`config.mk`:
```
export PLATFORM = sky130hd
export DESIGN_NAME = lock_current_limit_fault
export DESIGN_NICKNAME = d
export VERILOG_FILES = /design/src/lock_fault_pkg.sv /design/src/lock_current_limit_fault.sv
export SDC_FILE = /design/constraint.sdc
export NUM_CORES = 1
export LEC_CHECK = 0
export BUFFER_PORTS_ARGS = -buffer_cell sky130_fd_sc_hd__buf_2
export CELL_PAD_IN_SITES_DETAIL_PLACEMENT = 1
export CELL_PAD_IN_SITES_GLOBAL_PLACEMENT = 1
export CORE_ASPECT_RATIO = 1.2
export CORE_MARGIN = 2
export CORE_UTILIZATION = 40
export DETAILED_ROUTE_END_ITERATION = 7
export GPL_TIMING_DRIVEN = 0
export PLACE_DENSITY = 0.73
export REMOVE_ABC_BUFFERS = 1
export SYNTH_ARGS = -nofsm -noshare
export SYNTH_HDL_FRONTEND = slang
export SYNTH_SLANG_ARGS = --single-unit
```
`constraint.sdc`:
```
create_clock -name clk -period 8.2 [get_ports clk]
set_input_delay 0.82 -clock clk [delete_from_list [all_inputs] [get_ports clk]]
set_output_delay 0.82 -clock clk [all_outputs]
set_load 0.01 [all_outputs]
```
`src/lock_fault_pkg.sv`:
```
// Package with register map, field layout and timing constants of the lock fault block.
package lock_fault_pkg;

  // ===========================================================
  // Register offsets
  // ===========================================================
  localparam int ADDR_W = 8; // Width of the register address port.
  localparam logic [7:0] OFS_SETTINGS = 8'h90; // Lock fault settings.
  localparam logic [7:0] OFS_RETRY = 8'h94; // Retry time and retry limit.
  localparam logic [7:0] OFS_STATUS = 8'h98; // Read-only state view.
  localparam logic [7:0] OFS_CLEAR = 8'h9C; // Write one to clear a fault.

  // ===========================================================
  // Field positions and reset values
  // ===========================================================
  localparam int THR_LSB = 19; // Current threshold code, bits 22..19.
  localparam int MODE_LSB = 15; // Response selection, bits 18..15.
  localparam int DEG_LSB = 11; // Deglitch code, bits 14..11.
  localparam int RTIME_LSB = 0; // Retry time in ticks, bits 15..0.
  localparam int RLIMIT_LSB = 16; // Retry count limit, bits 19..16.
  localparam int CLR_BIT = 0; // Clear bit of the clear register.
  localparam logic [31:0] SETTINGS_RST = 32'h0000_0000;
  localparam logic [15:0] RTIME_RST = 16'h0000;
  localparam logic [3:0] RLIMIT_RST = 4'h0;

  // ===========================================================
  // Response selection codes
  // ===========================================================
  localparam logic [3:0] MODE_RETRY_MIN = 4'h4; // First retry code.
  localparam logic [3:0] MODE_REPORT = 4'h8; // Report only.
  localparam logic [3:0] MODE_DIS_MIN = 4'h9; // First disabling code.

  // ===========================================================
  // Timing: a 50 us tick at a 50 MHz clock
  // ===========================================================
  localparam int CLK_MHZ = 50; // Clock rate in MHz.
  localparam int TICK_US = 50; // Tick period in microseconds.
  localparam int TICK_CYCLES = TICK_US * CLK_MHZ; // Cycles per tick.
  // Deglitch times in microseconds, indexed by the deglitch code.
  localparam int DEG_TIME_US [16] = '{50, 100, 200, 500, 1000, 2500,
    5000, 7500, 10000, 25000, 50000, 75000, 100000, 200000, 500000,
    1000000};
  // Thresholds in steps of 0.078125 A; the two reserved codes clamp.
  localparam int THR_STEPS [16] = '{1, 2, 4, 8, 12, 16, 20, 24, 28, 32,
    36, 40, 44, 48, 48, 48};

  // ===========================================================
  // Types
  // ===========================================================
  typedef enum logic [2:0] {DRV_NORMAL, DRV_TRISTATE, DRV_RECIRC,
    DRV_HS_BRAKE, DRV_LS_BRAKE} drv_state_e;
  // Command to the gate driver: hold is high while a fault owns it.
  typedef struct packed {
    logic hold;
    drv_state_e state;
  } drive_cmd_s;
  // Decoded lock settings.
  typedef struct packed {
    logic [3:0] thr;
    logic [3:0] mode;
    logic [3:0] deg;
  } lock_cfg_s;

endpackage

```
`src/lock_current_limit_fault.sv`:
```
// Lock current-limit fault response: deglitch, retry, latch and driver state.
`timescale 1ns/100ps
module lock_current_limit_fault #(
  parameter int ADC_W = 12, // Width of the phase current sample.
  parameter int ADC_PER_STEP = 8, // ADC counts per 0.078125 A step.
  parameter int TICK_CYCLES = lock_fault_pkg::TICK_CYCLES
) (
  input wire logic clk,
  input wire logic nrst,
  input wire logic [lock_fault_pkg::ADDR_W-1:0] reg_addr,
  input wire logic [31:0] reg_wdata,
  input wire logic reg_wr,
  input wire logic reg_rd,
  output logic [31:0] reg_rdata,
  input wire logic [ADC_W-1:0] phase_current,
  output lock_fault_pkg::drive_cmd_s drive_cmd,
  output logic fault_out_n
);

  // ===========================================================
  // Reset release
  // ===========================================================
  logic rst_meta_reg; // First stage, read only by the second.
  logic rst_n_reg; // Released reset used by the whole block.

  // Assert at once, release two edges later to avoid metastability.
  always_ff @(posedge clk or negedge nrst) begin
    if (!nrst) begin
      rst_meta_reg <= 1'b0;
      rst_n_reg <= 1'b0;
    end else begin
      rst_meta_reg <= 1'b1;
      rst_n_reg <= rst_meta_reg;
    end
  end

  // ===========================================================
  // Helper functions
  // ===========================================================
  // Deglitch time in ticks for a deglitch code.
  function automatic logic [15:0] deg_ticks(input logic [3:0] code);
    deg_ticks = 16'(lock_fault_pkg::DEG_TIME_US[code] /
      lock_fault_pkg::TICK_US);
  endfunction

  // Gate driver state selected by the low bits of a response code.
  function automatic lock_fault_pkg::drv_state_e drv_map(
    input logic [1:0] act);
    unique case (act)
      2'h0: drv_map = lock_fault_pkg::DRV_TRISTATE;
      2'h1: drv_map = lock_fault_pkg::DRV_RECIRC;
      2'h2: drv_map = lock_fault_pkg::DRV_HS_BRAKE;
      2'h3: drv_map = lock_fault_pkg::DRV_LS_BRAKE;
    endcase
  endfunction

  // ===========================================================
  // Registers seen by software
  // ===========================================================
  logic [31:0] settings_reg; // Lock fault settings word.
  logic [15:0] retry_time_reg; // Retry time in ticks.
  logic [3:0] retry_limit_reg; // Retry count limit.
  logic [31:0] rdata_reg; // Read data, valid the cycle after a read.
  lock_fault_pkg::lock_cfg_s cfg; // Decoded settings.

  wire wr_settings = reg_wr && reg_addr == lock_fault_pkg::OFS_SETTINGS;
  wire wr_retry = reg_wr && reg_addr == lock_fault_pkg::OFS_RETRY;
  wire clear_req = reg_wr && reg_addr == lock_fault_pkg::OFS_CLEAR &&
    reg_wdata[lock_fault_pkg::CLR_BIT];

  assign cfg.thr = settings_reg[lock_fault_pkg::THR_LSB +: 4];
  assign cfg.mode = settings_reg[lock_fault_pkg::MODE_LSB +: 4];
  assign cfg.deg = settings_reg[lock_fault_pkg::DEG_LSB +: 4];

  // Configuration writes; all fields are read/write and reset to zero.
  always_ff @(posedge clk or negedge rst_n_reg) begin
    if (!rst_n_reg) begin
      settings_reg <= lock_fault_pkg::SETTINGS_RST;
      retry_time_reg <= lock_fault_pkg::RTIME_RST;
      retry_limit_reg <= lock_fault_pkg::RLIMIT_RST;
    end else begin
      if (wr_settings) begin
        settings_reg <= reg_wdata;
      end
      if (wr_retry) begin
        retry_time_reg <= reg_wdata[lock_fault_pkg::RTIME_LSB +: 16];
        retry_limit_reg <= reg_wdata[lock_fault_pkg::RLIMIT_LSB +: 4];
      end
    end
  end

  // ===========================================================
  // Threshold compare and deglitch
  // ===========================================================
  logic [15:0] deg_pre_reg; // Cycle prescaler inside one tick.
  logic [15:0] deg_cnt_reg; // Ticks the current has stayed high.
  logic fired_reg; // Event already given for this over-current run.

  // Detection is off for the disabling codes.
  wire det_en = cfg.mode < lock_fault_pkg::MODE_DIS_MIN;
  // Threshold in ADC counts; the compare is inclusive.
  wire over_now = int'(phase_current) >=
    lock_fault_pkg::THR_STEPS[cfg.thr] * ADC_PER_STEP;
  wire run = over_now && det_en;
  wire deg_wrap = deg_pre_reg == 16'(TICK_CYCLES - 1);
  wire [15:0] deg_cnt_inc = deg_cnt_reg + 16'h0001;
  wire deg_done = deg_cnt_inc >= deg_ticks(cfg.deg);
  // One pulse per over-current run, once the deglitch time is met.
  wire lock_event = run && deg_wrap && deg_done && !fired_reg;

  // A drop below threshold restarts both the prescaler and the count,
  // so the deglitch time is always measured from the latest crossing.
  always_ff @(posedge clk or negedge rst_n_reg) begin
    if (!rst_n_reg) begin
      deg_pre_reg <= 16'h0000;
      deg_cnt_reg <= 16'h0000;
      fired_reg <= 1'b0;
    end else if (!run) begin
      deg_pre_reg <= 16'h0000;
      deg_cnt_reg <= 16'h0000;
      fired_reg <= 1'b0;
    end else begin
      deg_pre_reg <= deg_wrap ? 16'h0000 : deg_pre_reg + 16'h0001;
      if (deg_wrap && !deg_done) begin
        deg_cnt_reg <= deg_cnt_inc;
      end
      if (lock_event) begin
        fired_reg <= 1'b1;
      end
    end
  end

  // ===========================================================
  // Fault state machine
  // ===========================================================
  typedef enum logic [1:0] {ST_IDLE, ST_RETRY, ST_LATCHED} fault_st_e;
  fault_st_e state_reg; // Current fault state.
  fault_st_e state_next;
  logic [1:0] act_reg; // Driver action captured at the event.
  logic [1:0] act_next;
  logic [3:0] retry_cnt_reg; // Retries already spent.
  logic [3:0] retry_cnt_next;
  logic report_reg; // Sticky report-only flag.
  logic report_next;
  logic [15:0] rt_pre_reg; // Cycle prescaler of the retry wait.
  logic [15:0] rt_cnt_reg; // Ticks spent waiting to retry.

  wire mode_latch = cfg.mode < lock_fault_pkg::MODE_RETRY_MIN;
  wire mode_retry = !mode_latch && cfg.mode < lock_fault_pkg::MODE_REPORT;
  wire mode_report = cfg.mode == lock_fault_pkg::MODE_REPORT;
  wire rt_wrap = rt_pre_reg == 16'(TICK_CYCLES - 1);
  wire rt_done = rt_cnt_reg >= retry_time_reg;
  wire retry_over = retry_cnt_reg >= retry_limit_reg;

  // Next state. A new event in the clearing cycle keeps the fault set, except in ST_RETRY, where the clear wins.
  always_comb begin
    state_next = state_reg;
    act_next = act_reg;
    retry_cnt_next = retry_cnt_reg;
    report_next = report_reg && !clear_req;
    unique case (state_reg)
      ST_IDLE: begin
        if (lock_event && mode_latch) begin
          state_next = ST_LATCHED;
          act_next = cfg.mode[1:0];
        end else if (lock_event && mode_retry) begin
          act_next = cfg.mode[1:0];
          state_next = retry_over ? ST_LATCHED : ST_RETRY;
        end
        if (lock_event && mode_report) begin
          report_next = 1'b1;
        end
        if (clear_req && !lock_event) begin
          retry_cnt_next = 4'h0;
        end
      end
      ST_RETRY: begin
        if (clear_req) begin
          state_next = ST_IDLE;
          retry_cnt_next = 4'h0;
        end else if (rt_done) begin
          state_next = ST_IDLE;
          retry_cnt_next = retry_cnt_reg + 4'h1;
        end
      end
      ST_LATCHED: begin
        if (clear_req && !lock_event) begin
          state_next = ST_IDLE;
          retry_cnt_next = 4'h0;
        end
      end
      default: begin
        state_next = ST_IDLE;
      end
    endcase
  end

  // State registers.
  always_ff @(posedge clk or negedge rst_n_reg) begin
    if (!rst_n_reg) begin
      state_reg <= ST_IDLE;
      act_reg <= 2'h0;
      retry_cnt_reg <= 4'h0;
      report_reg <= 1'b0;
    end else begin
      state_reg <= state_next;
      act_reg <= act_next;
      retry_cnt_reg <= retry_cnt_next;
      report_reg <= report_next;
    end
  end

  // Retry wait timer; it only runs while a retry is pending.
  always_ff @(posedge clk or negedge rst_n_reg) begin
    if (!rst_n_reg) begin
      rt_pre_reg <= 16'h0000;
      rt_cnt_reg <= 16'h0000;
    end else if (state_reg != ST_RETRY) begin
      rt_pre_reg <= 16'h0000;
      rt_cnt_reg <= 16'h0000;
    end else begin
      rt_pre_reg <= rt_wrap ? 16'h0000 : rt_pre_reg + 16'h0001;
      if (rt_wrap && !rt_done) begin
        rt_cnt_reg <= rt_cnt_reg + 16'h0001;
      end
    end
  end

  // ===========================================================
  // Outputs
  // ===========================================================
  // Outputs follow the next state so they line up with state_reg.
  wire fault_next = state_next != ST_IDLE || report_next;
  lock_fault_pkg::drive_cmd_s drive_next;
  assign drive_next.hold = state_next != ST_IDLE;
  assign drive_next.state = drive_next.hold ? drv_map(act_next) :
    lock_fault_pkg::DRV_NORMAL;

  // Read data: status packs latch, retry, report, count and driver.
  wire [31:0] status_word = {21'h000000, drive_cmd.state, retry_cnt_reg,
    1'b0, report_reg, state_reg == ST_RETRY, state_reg == ST_LATCHED};
  wire [31:0] rd_mux =
    reg_addr == lock_fault_pkg::OFS_SETTINGS ? settings_reg :
    reg_addr == lock_fault_pkg::OFS_RETRY ?
      {12'h000, retry_limit_reg, retry_time_reg} :
    reg_addr == lock_fault_pkg::OFS_STATUS ? status_word : 32'h0000_0000;

  // Output flip-flops; read data stands only in the cycle after a read.
  always_ff @(posedge clk or negedge rst_n_reg) begin
    if (!rst_n_reg) begin
      fault_out_n <= 1'b1;
      drive_cmd <= '{hold: 1'b0, state: lock_fault_pkg::DRV_NORMAL};
      rdata_reg <= 32'h0000_0000;
    end else begin
      fault_out_n <= !fault_next;
      drive_cmd <= drive_next;
      rdata_reg <= reg_rd ? rd_mux : 32'h0000_0000;
    end
  end
  assign reg_rdata = rdata_reg;
endmodule

```
After elaboration in Yosys (flattened, before gate mapping) --
Memory sizes are Yosys's and may differ from the RTL's. Index checks and enable logic that the tools add are counted.
Operators by class: add/subtract/negate cells 5, divide/modulo/power cells 1, magnitude comparators 9, eq/ne operators 17, mux-type cells 36, bitwise operators 2, reduce and logical (&&, ||, !) cells 31
Operators by type and width (number):
- 16-bit two-way mux | 8
- 32-bit two-way mux | 4
- 16-bit by 1-bit adder with 16-bit output (second input constant) | 4
- 29-bit two-way mux | 2
- 32-bit by 7-bit divider with 32-bit output (second input constant) | 1
- 16-bit by 12-bit == test with 1-bit output (second input constant) | 2
- 8-bit == test (second input constant) | 4
- 13-bit by 32-bit >= comparator with 1-bit output | 1
- 16-bit >= comparator | 2
- 20-bit two-way mux | 1
- 2-bit two-way mux | 9
- 1-bit logical AND | 16
- 4-bit two-way mux | 3
- 3-bit case mux with 4 select lines | 1
- 11-bit two-way mux | 1
- 5-bit >= comparator (second input constant) | 2
- 4-bit inverter with 5-bit output | 2
- 4-bit less-than comparator (second input constant) | 2
- 2-bit by 1-bit inequality test with 1-bit output (second input constant) | 4
- 4-bit case mux with 2 select lines | 1
- 1-bit logical NOT | 7
- 2-bit == test (second input constant) | 3
- 2-bit case mux with 3 select lines | 1
- 2-bit nonzero test | 3
- other kinds (12) | 17
Word-level totals: register bits 165, memory bits (read-only) 1024, input port bits 56, memories 2
Memory list:
- (name not given) | depth 16, width 32, rd ports 1, clocked after Yosys merged registers in 0, write ports 0, line lock_current_limit_fault.sv:42 | deg_ticks = 16'(lock_fault_pkg::DEG_TIME_US[code] /
- (name not given) | depth 16, width 32, rd ports 1, clocked after Yosys merged registers in 0, write ports 0, line lock_current_limit_fault.sv:103 | lock_fault_pkg::THR_STEPS[cfg.thr] * ADC_PER_STEP;

Depth between registers and ports, before layout --
depth in word-level cells 16, depth in mapped cells 68

Worst setup path before layout --
OpenSTA, ideal clock, no wires.
path type reg2reg, start register settings_reg[11], end register drive_cmd[1] in the netlist's numbering, arrival 12.055 ns, path slack -3.974 ns, cell stages (with the launch flop) 66, period minus slack after synthesis 12.174 ns, path through dfrtp_1 buf_4 inv_2 ha_1 buf_6 o211a_1 nor4_4 nor2_2 a211oi_2 o21bai_2 a22oi_4 mux2i_1 o2bb2ai_1 o22ai_1 or4_4 a311oi_2 o211ai_2 and4_1 (+30 left out) a21oi_1 nor2b_1 o21ai_0 nand2b_1 a21oi_1 nor2b_1 o21ai_0 nand2b_1 a21oi_1 nor2b_1 o21ai_0 a21o_1 or2_2 or3_1 nor3_1 mux2_2 ha_1 and2_1
RTL lines:
- start, declared | line lock_current_limit_fault.sv:60 | logic [31:0] settings_reg;
- start signal, assigned | line lock_current_limit_fault.sv:78 | settings_reg <= lock_fault_pkg::SETTINGS_RST;
- start signal, assigned | line lock_current_limit_fault.sv:83 | settings_reg <= reg_wdata;
- end signal, assigned | line lock_current_limit_fault.sv:252 | drive_cmd <= '{hold: 1'b0, state: lock_fault_pkg::DRV_NORMAL};
- end signal, assigned | line lock_current_limit_fault.sv:256 | drive_cmd <= drive_next;
- end, declared | line lock_current_limit_fault.sv:16 | output lock_fault_pkg::drive_cmd_s drive_cmd,

==> results.toml <==
[status]
outcome = "complete, but fails checks"
violations = "setup timing"

[global_route]
grt_pass1_wl_mm = 56.57
grt_pass1_vias = 10940
grt_max_degree = 68
grt-ovfl-total = 0
antenna_found_initial = 3
gr-usage-all-layers_pct = 23.91

[cells_and_area]
fillers = 3034
area_growth_pct = 27.67
final_area_um2 = 14150
layout.nets = 1488
seq_area_um2 = 4149
drive_gt1_share_pct = 32.61
multi_input_comb_area_um2 = 7393

[clocking]
ctsHoldBuffers = 0
cts_buffer_depth = 2
cts_sinks = 165
cts_buffers = 17
cts_tree = "built"
clk_pin_slew_worst_paths_ps = 70
htreeDepth = 4
clkLatencyLatePin_ps = 430
cts_root_buffer = "clkbuf_16"

[setup_path]
max_stage_delay_ps = 570
timing_worst_setup_path_type = "reg2reg"
required_ps = 8520
r2r_start = "settings_reg[11]"
crit_path_frequent_cell = "o21ai_1"
crit_path_max_fanout = 6
crit_slowest_cell = "or4_4"
endpoint_kind = "flip-flop"
cp.arrival_ps = 13030
cp-start-kind = "flip-flop"
startpoint = "settings_reg[11]"

[synthesis]
synthTopCellsByCount = "dfrtp_1 (164), nor2_1 (134), nand2_1 (84)"
synth.distinct_cells = 109
synth_top_flop_cell = "dfrtp_1"
syn-mean-instance-area_um2 = 9.313
synth_area_um2 = 11080
yosysTopAreaCell = "dfrtp_1"
ys_ff_latch = 165
synthMuxAreaShare_pct = 7.395
synth_top_area_share_pct = 37.03
synthXorXnorAreaFrac_pct = 5.058
synth-simple-area-share_pct = 21.21
synth_compound_area_share_pct = 17.83
netlist_top_cells_area = "dfrtp_1 (37%), ha_1 (7.3%), mux2_2 (4.7%)"
synth_cells = 1190
ys_seq_area_share_pct = 37.27
synth_fa_ha_area_share_pct = 7.632
yosys_warnings = 0
async_reset_ff_share_pct = 100.0
synth_edf_count = 0
yosys.cell_count.top_type = "dfrtp_1"
synth_top_family_by_area = "simple AND/OR/NAND/NOR gates"

[timing]
rsz0062_at_grt = "true"
slew_violations = 0
fin_worst_skew_ps = 9.063
timing.fmax_mhz = 78.68
fin_crit_sh_pct = 155.0
setup_viol = 31
tightest_slew_ps = 1036
max_slew_margin_pct = 28.95
setup_ws_ps = -4509
finalHoldViolCount = 0
finalCriticalPeriod_ps = 12710

[floorplan]
fp-row-count = 66
num_io_pins = 93
die-area_um2 = 29060
fp.dieW_um = 155.9
core_area_um2 = 27170
die_h_um = 186.3
start_util_pct = 40.79

[detailed_routing]
first_iter_violations = 444
viasPerCell = 5.758
drc_errors = 0
wl_per_cell_um = 20.24
num_vias = 9916
antenna_left = 0
wirelength_mm = 34.85
drt-pass1-iter-count = 5

[placement]
gp_congestion = 0.8276
place_area_um2 = 11860
portBuffers = 92
hpwl_mm = 21.82

[job]
cap_violations = 0

[worst_hold_path]
hold_path_class = "in2async"
==> cell usage in the layout (no fill, tap or decap), drive strengths merged, types with 5 or more instances in the layout <==
cell type	Yosys	layout
nor3b	6	6
nor2	136	136
a21oi	56	56
nor3	21	21
clkbuf	27	18
o31ai	7	7
clkinv	0	7
xnor2	23	23
nand2	86	86
mux2	47	47
dfrtp	164	164
o211ai	13	13
nor2b	34	34
a21o	11	11
nand3	40	40
nand2b	21	21
and3	24	24
o21ai	78	78
or3	10	10
or2	7	7
nand4	11	11
buf	19	204
ha	65	65
o21a	8	8
a31oi	12	12
inv	48	52
a211oi	14	14
mux2i	29	29
nor4	10	10
and4	5	5
xor2	41	41
and2	19	19
o22ai	6	6
nor4b	7	7
==> final cells by class <==
| class | instances | area share, % |
|---|---|---|
| Antenna cell | 2 | 0.03537 |
| Clock buffer | 18 | 3.104 |
| Clock inverter | 14 | 1.052 |
| Inverter | 48 | 1.380 |
| Multi-Input combinational cell | 931 | 52.25 |
| Sequential cell | 165 | 29.32 |
| Tap cell | 340 | 3.007 |
| Timing Repair Buffer | 204 | 9.843 |
==> worst max-delay path: cells and delay by family (launching register included) <==
kind / cells / cell delay (ps)
XOR/XNOR: 2 / 360
buffers and inverters: 5 / 730
AO/OA/AOI/OAI: 29 / 4730
AND/OR/NAND/NOR: 22 / 4040
flip-flops: 1 / 510
multiplexers: 2 / 670
adder cells (fa/ha/maj): 6 / 1530
==> metal layers <==
metal	GRT usage, %	up-vias	wire (um)
li1	-	4627	-
met1	27.97	4996	14080
met2	43.89	215	18680
met3	3.693	76	1087
met4	8.504	2	990
met5	0	-	13
==> kinds of logic (layout without fill, tap and decap cells) <==
family / count (synthesis) / count (layout)
compound gates: 270 / 270
xor+xnor: 64 / 64
fa+ha+maj: 68 / 68
buf+inv: 94 / 284
flops: 165 / 165
mux: 76 / 76
other cells: 1 / 3
simple gates: 452 / 452
==> stage by stage <==
stage / setup WS, ps / TNS [ps] / std cells / hold slack [ps] / util (%)
floorplan: -4404 / -125030 / 1144 / 331.2 / -
global placement: -6706 / -207830 / 1576 / 334.9 / 43.26
detailed placement: -6921 / -205430 / 1583 / 349.0 / 43.66
CTS: -4130 / -116130 / 1698 / 139.1 / 50.79
global route: -5074 / -147750 / 1721 / 144.3 / 52.07
finish: -4509 / -129510 / 1722 / 156.7 / 52.08
==> final timing paths <==
| check | endpoint | slack (ps) | depth (start not counted) |
|---|---|---|---|
| setup / recovery | drive_cmd[1] | -4510 | 66 |
| hold / removal | rst_meta_reg | 160 | 1 |
| setup reg to reg | drive_cmd[1] | -4510 | 66 |
| hold reg to reg | rst_n_reg | 360 | 0 |
| max in group asynchronous | settings_reg[11] | 6740 | 2 |
| min in group clk | rst_n_reg | 360 | 0 |
==> repair_timing <==
| action | CTS | global route |
|---|---|---|
| hold endpoints to repair | 0 | 0 |
| setup buffers | 83 | 22 |
| pin swaps | 77 | 51 |
| gates resized for setup | 152 | 34 |
| endpoints found under the setup margin | 31 | 31 |
Power is not shown: default switching activity piles up to over one toggle a cycle in this logic, so the estimate is an artifact.
